==> src/verilog/pat_defines.svh <==
// constants of the port arbitration phase table
// assumes a 32-bit AXI4-Lite register bus with 12-bit byte addresses
// Function
// - each 4-bit phase slot names the ingress port granted in that period
// - a slot holding an invalid port is skipped with no delay
// - slot code 0x0 to 0xB select ports 0 to 11, the rest are reserved
// - word 0x240 holds phases 0 to 7, phase 0 in bits 3:0
// - word 0x244 holds phases 8 to 15, lowest nibble first
// - word 0x248 holds phases 16 to 23, lowest nibble first
// - all slots are read/write and reset to zero, naming port 0
// - word 0x24C holds phases 24 to 31, completing 32 phases
// - arbiter takes new table only on load bit; load bit reads zero
// - dirty flag sets on table write, clears when table load finishes
`ifndef PAT_DEFINES_SVH
`define PAT_DEFINES_SVH

// ====================================================
// register offsets
`define PAT_OFS_TBL0 12'h240
`define PAT_OFS_TBL1 12'h244
`define PAT_OFS_TBL2 12'h248
`define PAT_OFS_TBL3 12'h24c
`define PAT_OFS_CTL 12'h214
`define PAT_OFS_STS 12'h218

// ====================================================
// fields and reset values
`define PAT_LOAD_BIT 16
`define PAT_DIRTY_BIT 16
`define PAT_TBL_RESET 32'h0000_0000
`define PAT_MAX_PORT 4'hb
`define PAT_RESP_OKAY 2'h0
`define PAT_RESP_SLVERR 2'h2

// ====================================================
// timing
`define PAT_ARB_PERIOD_CYC 2'h3
`define PAT_LOAD_LAST 2'h3

`endif

==> src/verilog/pat_pkg.sv <==
// types of the port arbitration phase table
// assumes pat_defines.svh for numeric constants, except the port limit 4'hb in pat_slot_ok
package pat_pkg;

  typedef enum {
    PAT_REG_TBL0,
    PAT_REG_TBL1,
    PAT_REG_TBL2,
    PAT_REG_TBL3,
    PAT_REG_CTL,
    PAT_REG_STS,
    PAT_REG_NONE
  } pat_reg_t;

  typedef struct packed {
    logic [3:0][31:0] tbl;
    logic [127:0] live;
    logic dirty;
    logic loading;
    logic [1:0] load_idx;
    logic [4:0] phase;
    logic [1:0] div;
    logic [11:0] grant;
    logic grant_vld;
    logic [4:0] grant_phase;
    logic [3:0] grant_port;
    logic aw_held;
    logic [11:0] aw_addr;
    logic w_held;
    logic [31:0] w_data;
    logic [3:0] w_strb;
    logic bvalid;
    logic [1:0] bresp;
    logic rvalid;
    logic [31:0] rdata;
    logic [1:0] rresp;
  } pat_state_t;

  // ====================================================
  // slot code names a legal ingress port
  function automatic logic pat_slot_ok(input logic [3:0] code, input logic [3:0] egress);
    pat_slot_ok = (code <= 4'hb) && (code != egress);
  endfunction

endpackage

==> src/verilog/pat_arbiter.sv <==
// port arbitration phase table with AXI4-Lite registers and the arbiter
// assumes requests and egress id come from logic on clk_sys_in
`timescale 1ns/100ps
`include "pat_defines.svh"
module pat_arbiter (
  // clock and reset
  input wire logic clk_sys_in,
  input wire logic nrst_in,
  // axi4-lite write address
  input wire logic awvalid_in,
  input wire logic [11:0] awaddr_in,
  output logic awready_out,
  // axi4-lite write data
  input wire logic wvalid_in,
  input wire logic [31:0] wdata_in,
  input wire logic [3:0] wstrb_in,
  output logic wready_out,
  // axi4-lite write response
  output logic bvalid_out,
  output logic [1:0] bresp_out,
  input wire logic bready_in,
  // axi4-lite read
  input wire logic arvalid_in,
  input wire logic [11:0] araddr_in,
  output logic arready_out,
  output logic rvalid_out,
  output logic [31:0] rdata_out,
  output logic [1:0] rresp_out,
  input wire logic rready_in,
  // ingress ports
  input wire logic [11:0] req_in,
  input wire logic [3:0] egress_id_in,
  // arbitration result
  output logic [11:0] grant_out,
  output logic grant_valid_out,
  output logic [4:0] grant_phase_out,
  output logic arb_table_dirty_out
);
  pat_pkg::pat_state_t st;
  pat_pkg::pat_state_t next_st;
  logic pick_found;
  logic [4:0] pick_idx;
  logic [3:0] pick_port;
  logic period;
  logic wr_go;
  logic tbl_wr;
  logic load_req;
  logic [1:0] wr_idx;
  pat_pkg::pat_reg_t wr_reg;
  pat_pkg::pat_reg_t rd_reg;

  // ====================================================
  // address decode
  function automatic pat_pkg::pat_reg_t pat_decode(input logic [11:0] addr);
    case ({addr[11:2], 2'b00})
      `PAT_OFS_TBL0: pat_decode = pat_pkg::PAT_REG_TBL0;
      `PAT_OFS_TBL1: pat_decode = pat_pkg::PAT_REG_TBL1;
      `PAT_OFS_TBL2: pat_decode = pat_pkg::PAT_REG_TBL2;
      `PAT_OFS_TBL3: pat_decode = pat_pkg::PAT_REG_TBL3;
      `PAT_OFS_CTL: pat_decode = pat_pkg::PAT_REG_CTL;
      `PAT_OFS_STS: pat_decode = pat_pkg::PAT_REG_STS;
      default: pat_decode = pat_pkg::PAT_REG_NONE;
    endcase
  endfunction

  pat_slot_pick u_pick (
    .table_in(st.live),
    .start_in(st.phase),
    .egress_in(egress_id_in),
    .found_out(pick_found),
    .idx_out(pick_idx),
    .port_out(pick_port)
  );

  assign awready_out = !st.aw_held && !st.bvalid;
  assign wready_out = !st.w_held && !st.bvalid;
  assign arready_out = !st.rvalid;
  assign bvalid_out = st.bvalid;
  assign bresp_out = st.bresp;
  assign rvalid_out = st.rvalid;
  assign rdata_out = st.rdata;
  assign rresp_out = st.rresp;
  assign grant_out = st.grant;
  assign grant_valid_out = st.grant_vld;
  assign grant_phase_out = st.grant_phase;
  assign arb_table_dirty_out = st.dirty;

  assign period = (st.div == `PAT_ARB_PERIOD_CYC);
  assign wr_go = st.aw_held && st.w_held;
  assign wr_reg = pat_decode(st.aw_addr);
  assign rd_reg = pat_decode(araddr_in);
  assign wr_idx = st.aw_addr[3:2];
  assign tbl_wr = wr_go && (wr_reg <= pat_pkg::PAT_REG_TBL3);
  assign load_req = wr_go && (wr_reg == pat_pkg::PAT_REG_CTL)
    && st.w_strb[2] && st.w_data[`PAT_LOAD_BIT];

  // ====================================================
  // next state
  always_comb begin
    next_st = st;
    // write channel capture, either order
    if (awvalid_in && awready_out) begin
      next_st.aw_held = 1'b1;
      next_st.aw_addr = awaddr_in;
    end
    if (wvalid_in && wready_out) begin
      next_st.w_held = 1'b1;
      next_st.w_data = wdata_in;
      next_st.w_strb = wstrb_in;
    end
    if (st.bvalid && bready_in) begin
      next_st.bvalid = 1'b0;
    end
    if (wr_go) begin
      next_st.aw_held = 1'b0;
      next_st.w_held = 1'b0;
      next_st.bvalid = 1'b1;
      next_st.bresp = (wr_reg == pat_pkg::PAT_REG_NONE) ? `PAT_RESP_SLVERR : `PAT_RESP_OKAY;
      if (tbl_wr) begin
        for (int b = 0; b < 4; b++) begin
          if (st.w_strb[b]) begin
            next_st.tbl[wr_idx][8*b +: 8] = st.w_data[8*b +: 8];
          end
        end
      end
    end
    // read channel
    if (st.rvalid && rready_in) begin
      next_st.rvalid = 1'b0;
    end
    if (arvalid_in && arready_out) begin
      next_st.rvalid = 1'b1;
      next_st.rresp = `PAT_RESP_OKAY;
      case (rd_reg)
        pat_pkg::PAT_REG_TBL0, pat_pkg::PAT_REG_TBL1,
        pat_pkg::PAT_REG_TBL2, pat_pkg::PAT_REG_TBL3: begin
          next_st.rdata = st.tbl[araddr_in[3:2]];
        end
        pat_pkg::PAT_REG_CTL: begin
          next_st.rdata = 32'h0000_0000;
        end
        pat_pkg::PAT_REG_STS: begin
          next_st.rdata = 32'h0000_0000;
          next_st.rdata[`PAT_DIRTY_BIT] = st.dirty;
        end
        default: begin
          next_st.rdata = 32'h0000_0000;
          next_st.rresp = `PAT_RESP_SLVERR;
        end
      endcase
    end
    // table load, one word per cycle
    if (st.loading) begin
      next_st.live[32*st.load_idx +: 32] = st.tbl[st.load_idx];
      next_st.load_idx = st.load_idx + 2'h1;
      if (st.load_idx == `PAT_LOAD_LAST) begin
        next_st.loading = 1'b0;
        next_st.dirty = 1'b0;
      end
    end else if (load_req) begin
      next_st.loading = 1'b1;
      next_st.load_idx = 2'h0;
    end
    // set wins over clear
    if (tbl_wr) begin
      next_st.dirty = 1'b1;
    end
    // arbitration period
    next_st.div = st.div + 2'h1;
    next_st.grant_vld = 1'b0;
    next_st.grant = 12'h000;
    if (period) begin
      if (pick_found) begin
        next_st.grant_vld = 1'b1;
        next_st.grant_phase = pick_idx;
        next_st.grant_port = pick_port;
        next_st.grant = (12'h001 << pick_port) & req_in;
        next_st.phase = pick_idx + 5'h01;
      end
    end
  end

  // ====================================================
  // state register
  always_ff @(posedge clk_sys_in) begin
    if (!nrst_in) begin
      st <= '0;
    end else begin
      st <= next_st;
    end
  end

  // ====================================================
  // assertions
  a_reset_zero: assert property (@(posedge clk_sys_in)
    !nrst_in |=> (st.tbl == '0) && (st.live == '0) && !st.dirty)
    else $error("table not zero after reset");

  a_word_store: assert property (@(posedge clk_sys_in) disable iff (!nrst_in)
    tbl_wr && (st.w_strb == 4'hf) |=> st.tbl[$past(wr_idx)] == $past(st.w_data))
    else $error("table word not stored");

  a_write_dirty: assert property (@(posedge clk_sys_in) disable iff (!nrst_in)
    tbl_wr |=> st.dirty)
    else $error("dirty not set by table write");

  a_load_clear: assert property (@(posedge clk_sys_in) disable iff (!nrst_in)
    st.loading && (st.load_idx == `PAT_LOAD_LAST) && !tbl_wr |=> !st.dirty)
    else $error("dirty not cleared after load");

  a_load_length: assert property (@(posedge clk_sys_in) disable iff (!nrst_in)
    $rose(st.loading) |-> st.loading [*4] ##1 !st.loading)
    else $error("load not four cycles");

  a_live_hold: assert property (@(posedge clk_sys_in) disable iff (!nrst_in)
    !st.loading |=> $stable(st.live))
    else $error("live table changed without load");

  a_ctl_reads_zero: assert property (@(posedge clk_sys_in) disable iff (!nrst_in)
    arvalid_in && arready_out && (rd_reg == pat_pkg::PAT_REG_CTL) |=> st.rdata == '0)
    else $error("load bit read back nonzero");

  a_grant_legal: assert property (@(posedge clk_sys_in) disable iff (!nrst_in)
    st.grant_vld |-> (st.grant_port <= `PAT_MAX_PORT) && (st.grant_port != egress_id_in))
    else $error("grant to illegal port");

  a_skip_now: assert property (@(posedge clk_sys_in) disable iff (!nrst_in)
    period && pick_found |=> st.grant_vld && (st.grant_port == $past(pick_port)))
    else $error("valid slot not granted at once");

  a_phase_step: assert property (@(posedge clk_sys_in) disable iff (!nrst_in)
    period && pick_found |=> st.phase == $past(pick_idx) + 5'h01)
    else $error("phase pointer not advanced");

  c_load_done: cover property (@(posedge clk_sys_in) disable iff (!nrst_in)
    $fell(st.loading) && !st.dirty);
  c_grant: cover property (@(posedge clk_sys_in) disable iff (!nrst_in)
    st.grant_vld && (st.grant != 12'h000));
  c_skip: cover property (@(posedge clk_sys_in) disable iff (!nrst_in)
    period && pick_found && (pick_idx != st.phase));
  c_wrap: cover property (@(posedge clk_sys_in) disable iff (!nrst_in)
    st.grant_vld && (st.grant_phase == 5'h1f));
endmodule

==> src/verilog/pat_slot_pick.sv <==
// first valid phase slot at or after a start phase, wrapping
// assumes the live table flattened, slot n in bits 4n+3:4n
`timescale 1ns/100ps
module pat_slot_pick (
  // table and search
  input wire logic [127:0] table_in,
  input wire logic [4:0] start_in,
  input wire logic [3:0] egress_in,
  // result
  output logic found_out,
  output logic [4:0] idx_out,
  output logic [3:0] port_out
);
  logic [31:0] ok;
  logic [31:0][3:0] code;

  // ====================================================
  // per offset validity
  genvar k;
  generate
    for (k = 0; k < 32; k++) begin : g_slot
      logic [4:0] sidx;
      assign sidx = start_in + 5'(k);
      assign code[k] = table_in[{sidx, 2'b00} +: 4];
      assign ok[k] = pat_pkg::pat_slot_ok(code[k], egress_in);
    end
  endgenerate

  // ====================================================
  // nearest valid offset wins
  always_comb begin
    found_out = 1'b0;
    idx_out = start_in;
    port_out = 4'h0;
    for (int j = 31; j >= 0; j--) begin
      if (ok[j]) begin
        found_out = 1'b1;
        idx_out = start_in + 5'(j);
        port_out = code[j];
      end
    end
  end
endmodule

==> config.mk <==
export PLATFORM = sky130hd
export DESIGN_NAME = pat_arbiter
export DESIGN_NICKNAME = d
export VERILOG_FILES = /design/src/verilog/pat_pkg.sv /design/src/verilog/pat_arbiter.sv /design/src/verilog/pat_slot_pick.sv
export VERILOG_INCLUDE_DIRS = /design/src /design/src/verilog
export SDC_FILE = /design/constraint.sdc
export NUM_CORES = 2
export LEC_CHECK = 0
export BUFFER_PORTS_ARGS = -buffer_cell sky130_fd_sc_hd__buf_4
export CAP_MARGIN = 5
export CORE_ASPECT_RATIO = 1.5
export CORE_UTILIZATION = 39
export CTS_BUF_LIST = sky130_fd_sc_hd__clkbuf_8
export DETAILED_ROUTE_END_ITERATION = 12
export GPL_TIMING_DRIVEN = 0
export HOLD_SLACK_MARGIN = 0.06
export PLACE_DENSITY = 0.67
export SETUP_SLACK_MARGIN = 0.1
export SLEW_MARGIN = 15
export SYNTH_ARGS = -nofsm -noshare
export SYNTH_HDL_FRONTEND = slang
export SYNTH_SLANG_ARGS = --single-unit
==> constraint.sdc <==
create_clock -name clk_sys_in -period 10.5 [get_ports clk_sys_in]
set_input_delay 1.575 -clock clk_sys_in [delete_from_list [all_inputs] [get_ports clk_sys_in]]
set_output_delay 1.575 -clock clk_sys_in [all_outputs]
set_load 0.02 [all_outputs]
Yosys cells after proc, flatten, opt, wreduce, memory -nomap -nowiden --
Index checks and enable logic that the tools add are counted.
Cells by class: $add $sub $neg 35, order comparisons 37, equality and inequality tests 53, shift-type cells 35, muxes and demuxes 138, bitwise logic cells 2, reduce and logical (&&, ||, !) cells 63
Operators by type and width (number):
- $shiftx A128 B8 Y4 | 32
- $mux W128 | 10
- $bwmux W128 | 5
- $demux W32 S2 | 4
- $mux W5 | 32
- $bmux W32 S2 | 2
- $le A4 B4 Y1 const B | 32
- $mux W4 | 32
- $ne A4 B4 Y1 | 32
- $shift A32 B34 Y128 const A | 1
- $shiftx A32 B34 Y128 | 1
- $eq A10 B8 Y1 const B | 12
- $mux W32 | 3
- $add A5 B5 Y5 const B | 16
- $eq A32 B2 Y1 const B | 2
- $eq A32 B3 Y1 const B | 2
- $eq A32 B4 Y1 const B | 2
- $pmux W32 S2 | 1
- $logic_and A1 B1 Y1 | 45
- $add A5 B4 Y5 const B | 8
- $mux W1 | 36
- $pmux W3 S6 | 2
- $mux W35 | 1
- $neg A7 Y34 | 1
- 26 further kinds | 49
Word-level totals: register bits after elaboration 377, bits of input ports 83, output and inout bits 60, word-level logic and storage cells 387

Depth between registers and ports, before layout --
depth in word-level cells 38, gate-level depth with buffers 31, depth with buffers taken out 17

By module --
From an unflattened synthesis, not the netlist that was laid out.
Second synthesis, totals: cell total of the unflattened synthesis 3596, area, all modules 34598.2 µm²
Modules (own cells, without submodules):
- pat_slot_pick | instances 1, cells an instance 2076, area each 19125.8 µm², sequential area each 0.0 µm²
- pat_arbiter | instances 1, cells an instance 1520, area each 15472.3 µm², sequential area each 7387.1 µm²

Worst setup path before layout --
No wires, ideal clock.
path kind register -> register, start register st[113] (netlist name), end register st[115] (netlist name), setup time 0.117 ns, arrival 6.394 ns, data required time 10.383 ns, path slack 3.988 ns, stages on the path, launching flop included 28, path buffers 12, period minus slack after synthesis 6.512 ns, cell sequence dfxtp_1 > buf_6 > buf_12 > buf_12 > buf_6 > buf_6 > buf_6 > buf_6 > buf_6 > buf_2 > clkinv_1 > ha_1 > buf_4 > buf_2 > mux4_2 > mux2i_1 > o22ai_1 > o21a_1 > or4_1 > o21ai_0 > buf_2 > nor2_1 > a2111o_1 > a211o_1 > a211o_1 > a21oi_2 > nand4_1 > a32o_1
On the way: cells in the longest elaborated chain, start to end 37, elaborated cells on any way between the ends 225, those cells by class 32 x add/sub; 32 x order compare; 32 x eq/ne; 32 x shift; 64 x mux; 33 x reduce/logical
RTL lines:
- start: declaration | RTL line pat_arbiter.sv:39 | pat_pkg::pat_state_t st;
- start signal: assignment | RTL line pat_arbiter.sv:189 | st <= next_st;
- $add A5 B5 Y5 | RTL line pat_slot_pick.sv:23, pat_slot_pick.sv:38
- $shiftx A128 B8 Y4 | RTL line pat_slot_pick.sv:24 | assign code[k] = table_in[{sidx, 2'b00} +: 4];
- $le A4 B4 Y1 or $ne A4 B4 Y1 (tied branches) | RTL line pat_pkg.sv:42 | pat_slot_ok = (code <= 4'hb) && (code != egress);
- $logic_and A1 B1 Y1 | RTL line pat_pkg.sv:42
- $mux W5 or $mux W1 (tied branches) (32 in series) | RTL line pat_slot_pick.sv:36 | if (ok[j]) begin
- $add A5 B1 Y5 or $reduce_and A2 Y1 (tied branches)
Parallel ways exist; a longest one is shown, timed or not. A chain may end at the register's enable or synchronous reset.

Final worst setup path --
start register st[113] (netlist name), end register st, in the netlist grant_out[4]
On the way: cells in the longest elaborated chain, start to end 38, elaborated cells on any way between the ends 226, those cells by class 31 x add/sub; 32 x order compare; 32 x eq/ne; 33 x shift; 64 x mux; 1 x bitwise; 33 x reduce/logical
RTL lines:
- $add A5 B5 Y5 | RTL line pat_slot_pick.sv:23 | assign sidx = start_in + 5'(k);
- $shiftx A128 B8 Y4 | RTL line pat_slot_pick.sv:24
- $le A4 B4 Y1 or $ne A4 B4 Y1 (tied branches) | RTL line pat_pkg.sv:42
- $logic_and A1 B1 Y1 | RTL line pat_pkg.sv:42
- $mux W4 (32 in series) | RTL line pat_slot_pick.sv:36
- $shl A1 B4 Y12 | RTL line pat_arbiter.sv:177 | next_st.grant = (12'h001 << pick_port) & req_in;
- $and A12 B12 Y12 | RTL line pat_arbiter.sv:177
Parallel ways exist; a longest one is shown, timed or not.

==> flow_summary.rst <==
.. list-table::
   :header-rows: 1

   * - Metric
     - Value
   * - Clock Latency Late Sink
     - 0.78 ns
   * - Proportion of synthesized flip-flops having asynchronous set or reset
     - 0%
   * - Number of stages on the worst setup path
     - 27
   * - Sequential group share of total power
     - 40.3%
   * - Cell area after placement
     - 36200 um^2
   * - Hold-fix buffers at CTS
     - 0
   * - Relative slew margins
     - -6.89%
   * - Largest incremental delay on the critical path
     - 1.27 ns
   * - Number of levels in the clock H-tree
     - 2
   * - Most frequently used flop master after synthesis
     - sky130_fd_sc_hd__dfxtp_1
   * - Synthesis Warnings
     - 0
   * - Total length of routed met2 wires
     - 97600 um
   * - Critical path endpoint category
     - flop
   * - Synthesized area
     - 33500 um^2
   * - Cell-internal power
     - 2.38 mW
   * - Critical path buffer and inverter count
     - 13
   * - Synth cell types
     - 110
   * - Signed area change from the synthesized netlist to the final layout
     - 12.5%
   * - Min Clock Period, post-route
     - 10.66 ns
   * - Layout net count
     - 4054
   * - Met3 wire length
     - 23100 um
   * - Initial DRC count
     - 4403
   * - Inserted Clock Buffers
     - 56
   * - Setup violations, final
     - 4
   * - Leading cell types in the layout, fill and taps excluded
     - sky130_fd_sc_hd__nand2_1 (481), sky130_fd_sc_hd__dfxtp_1 (369), sky130_fd_sc_hd__mux4_2 (333)
   * - Worst hold path startpoint
     - st[44]$_SDFFE_PN0P_
   * - Core ar.
     - 85100 um^2
   * - Router iterations before antenna repair
     - 8
   * - Final Worst Setup Slack
     - -0.161 ns
   * - Count of instances resized after the clock tree is built
     - 6
   * - Top layer reached by signal wires
     - met5
   * - Endpoints failing hold
     - 0
   * - Initial antenna violation count
     - 22
   * - Number of placed I/O pins
     - 143
   * - Fmax
     - 93.8 MHz
   * - Post-synth top area cell
     - sky130_fd_sc_hd__mux4_2
   * - Clock Skews
     - 0.116 ns
   * - Switching pwr
     - 1.19 mW
   * - Clk slew on worst S/H paths
     - 0.07 ns
   * - End point of the critical path
     - grant_out[4]$_SDFF_PN0_
   * - Endpoint of the most critical register-to-register path
     - grant_out[4]$_SDFF_PN0_
   * - Setup repair after global routing missed its margin
     - no
   * - Fraction of final layout cells with drive strength greater than 1
     - 22.3%
   * - Number of global-route vias before repair
     - 35700
   * - Worst-margin pin slew
     - 1.59 ns
   * - Root Buffer
     - sky130_fd_sc_hd__clkbuf_8
   * - Remaining antenna violation count after routing
     - 0
   * - Worst EP required
     - 11.21 ns
   * - Crit. Startpoint
     - st[113]$_SDFFE_PN0P_
   * - TritonCTS clock tree
     - yes
   * - Synth top area cells
     - sky130_fd_sc_hd__mux4_2 (22%), sky130_fd_sc_hd__dfxtp_1 (22%), sky130_fd_sc_hd__mux2i_1 (7.5%)
   * - Average wire per standard cell
     - 42.1 um
   * - Power per standard cell area
     - 94.5 nW/um^2
   * - Overall track demand over capacity in global routing
     - 50.3%
   * - Fin area
     - 37700 um^2
   * - Max-slew violation count
     - 3
   * - Number of enable-type register cells in the synthesized netlist
     - 0
   * - Synthesized instance count
     - 3744
   * - Post-synthesis sequential element count
     - 369
   * - Avg Vias per Cell
     - 7.17
   * - Logic depth of the worst register-to-register path
     - 27
   * - Total routed wire length on the met1 layer
     - 61900 um
   * - Static leakage
     - 12.5 nW
   * - Weighted congestion at the end of routability-driven global placement
     - 1.14
   * - Violations in the final reports
     - max-capacitance violations, max-slew violations, negative setup slack
   * - Number of cells in the design after placement
     - 5020
   * - Average cell area after synthesis
     - 8.96 um^2
   * - Max Fanout on Critical Path
     - 15
   * - Type of the most critical hold path
     - reg -> reg
   * - Remaining design rule violation count
     - 0
   * - Final HPWL from detailed placement
     - 170000 um
   * - Kind of cell with the highest combined delay on the critical path
     - buffers and inverters
   * - Drt total wl
     - 217000 um
   * - Commonest non-fill, non-tap cell in the layout
     - sky130_fd_sc_hd__nand2_1
   * - Switching power as a share of total power
     - 33.3%
   * - Total power consumption of the routed design
     - 3.56 mW
   * - Outcome
     - finished with violations
   * - Final critical-path share of the clock period
     - 102%
   * - Cell type of the slowest stage on the worst timing path
     - sky130_fd_sc_hd__o31ai_1
   * - Count of filler cells inserted in the layout
     - 8447
   * - Register-to-register setup slack
     - -0.16 ns
   * - Classification of the worst setup path
     - reg -> reg
   * - Die width
     - 241 um
   * - Critical path startpoint category
     - flop
   * - Count of input and output buffers
     - 130
   * - Filler-free cell count of the finished design
     - 5142
   * - Die height
     - 361 um
   * - Maximum number of pins on one net before global-route repair
     - 17
   * - Worst EP arrival
     - 11.37 ns
   * - Combinational fraction of design power
     - 19.6%
   * - Rows
     - 131
   * - Floorplan die area
     - 87200 um^2
   * - Clock group share of total power
     - 40.1%
   * - Sequential cell area fraction in the yosys report
     - 22.0%
   * - Starting utilization of the core area
     - 39.4%
   * - Num Clock Sinks
     - 369
   * - Total via count after detailed routing
     - 36900
   * - Top cell type's share of synthesized area
     - 22.4%
   * - Post-CTS repair timing setup buffer count
     - 0
   * - Wire length of the first global-routing pass
     - 300000 um
   * - # Max-Cap Violations
     - 1
   * - Total congestion overflow after global routing
     - 0
   * - CTS max path bufs
     - 3
   * - Maximum resistive drop on vdd
     - 126 uV
   * - Reg-to-Reg Start
     - st[113]$_SDFFE_PN0P_
   * - Cell occurring most often along the worst timing path
     - sky130_fd_sc_hd__buf_6
through the flow:
step / setup TNS [ns] / hold slack, ns / utilization (%) / worst slack [ns]
finish: -0.621 / 0.414 / 44.3 / -0.161
global route: 0 / 0.451 / 44.3 / 0.108
CTS: 0 / 0.421 / 44.2 / 0.141
detailed placement: -9.58 / 0.449 / 42.6 / -0.929
global placement: -17.43 / 0.443 / 42.2 / -1.14
floorplan: 0 / 0.399 / - / 3.99
power by group through the flow:
stage | clock network, mW | registers, mW | logic, mW
2_1_floorplan | 0 | 1.46 | 0.378
3_3_place_gp | 0 | 1.47 | 0.652
3_5_place_dp | 0 | 1.47 | 0.652
4_1_cts | 1.42 | 1.43 | 0.654
5_1_grt | 1.49 | 1.44 | 0.710
6_report | 1.43 | 1.44 | 0.700
sequential cells by signal (all words and copies together) (netlist names):
register and cells:
grant_valid_out 1, rresp_out 1, arb_table_dirty_out 1, grant_phase_out 5, bvalid_out 1, st 314
bresp_out 1, rvalid_out 1, rdata_out 32, grant_out 12
cell usage after synthesis, drive strengths merged, types with 36 or more instances:
| library cell | n |
|---|---|
| a211oi | 43 |
| a21oi | 313 |
| a22oi | 156 |
| a31oi | 36 |
| buf | 177 |
| clkbuf | 190 |
| dfxtp | 369 |
| mux2 | 41 |
| mux2i | 252 |
| mux4 | 333 |
| nand2 | 483 |
| nand3 | 205 |
| nor2 | 267 |
| nor3 | 80 |
| o21ai | 75 |
| xnor2 | 117 |
worst min-delay path by stage:
stage,end,slack [ns],cells past startpoint
global route,st[315]$_SDFFE_PN0P_,0.45,2
CTS,st[315]$_SDFFE_PN0P_,0.42,2
floorplan,st[110]$_SDFF_PN0_,0.40,1
finish,st[315]$_SDFFE_PN0P_,0.41,2
detailed placement,rdata_out[13]$_SDFFE_PN0P_,0.45,2
global placement,st[85]$_SDFFE_PN0P_,0.44,2
worst reg2reg max path, stage by stage (launching register included):
cell                       delay [ns]
sky130_fd_sc_hd__dfxtp_1         0.69
sky130_fd_sc_hd__buf_6           0.21
sky130_fd_sc_hd__buf_12          0.15
sky130_fd_sc_hd__buf_12          0.16
sky130_fd_sc_hd__buf_6           0.19
sky130_fd_sc_hd__buf_6           0.21
sky130_fd_sc_hd__buf_6           0.20
sky130_fd_sc_hd__buf_6           0.21
sky130_fd_sc_hd__buf_6           0.22
sky130_fd_sc_hd__buf_2           0.37
sky130_fd_sc_hd__inv_4           0.25
sky130_fd_sc_hd__ha_1            0.37
sky130_fd_sc_hd__buf_4           0.33
sky130_fd_sc_hd__buf_6           0.31
sky130_fd_sc_hd__buf_6           0.26
sky130_fd_sc_hd__mux4_2          0.72
sky130_fd_sc_hd__mux4_2          0.57
sky130_fd_sc_hd__mux2i_1         0.97
sky130_fd_sc_hd__xnor2_1         0.21
sky130_fd_sc_hd__or2_2           0.36
sky130_fd_sc_hd__o31ai_1         1.27
sky130_fd_sc_hd__nand2_1         0.13
sky130_fd_sc_hd__a211oi_1        0.35
sky130_fd_sc_hd__nand2_1         0.08
sky130_fd_sc_hd__o21ai_0         0.81
sky130_fd_sc_hd__o21ai_1         0.21
sky130_fd_sc_hd__nor3_1          0.54
sky130_fd_sc_hd__and3_1          0.24
cells by family after synthesis:
logic type,after synthesis,share of synthesized area (%)
AND/OR/NAND/NOR,1274,17.5
other,1,0.0112
flip-flops,369,22.0
multiplexers,626,31.3
XOR/XNOR,130,3.58
adder cells (fa/ha/maj),21,0.783
AO/OA/AOI/OAI,924,18.7
buffers and inverters,399,6.09
cell type report:
cell class | count | area (um^2) | area share [%]
tap | 1130 | 1410 | 3.75
sequential | 369 | 7390 | 19.6
clock inverter | 29 | 260 | 0.690
timing repair buffer | 147 | 1150 | 3.05
multi-input combinational | 2977 | 24300 | 64.5
antenna | 14 | 35.0 | 0.0929
inverter | 32 | 123 | 0.325
clock buffer | 77 | 1060 | 2.81
buffer | 367 | 1950 | 5.18
metal layers:
layer,up-vias,global-route usage (%)
li1,14800,-
met1,17800,45.0
met2,2842,77.8
met3,1408,21.2
met4,6,61.0
met5,-,0.858
(Power assumes the default switching activity.)
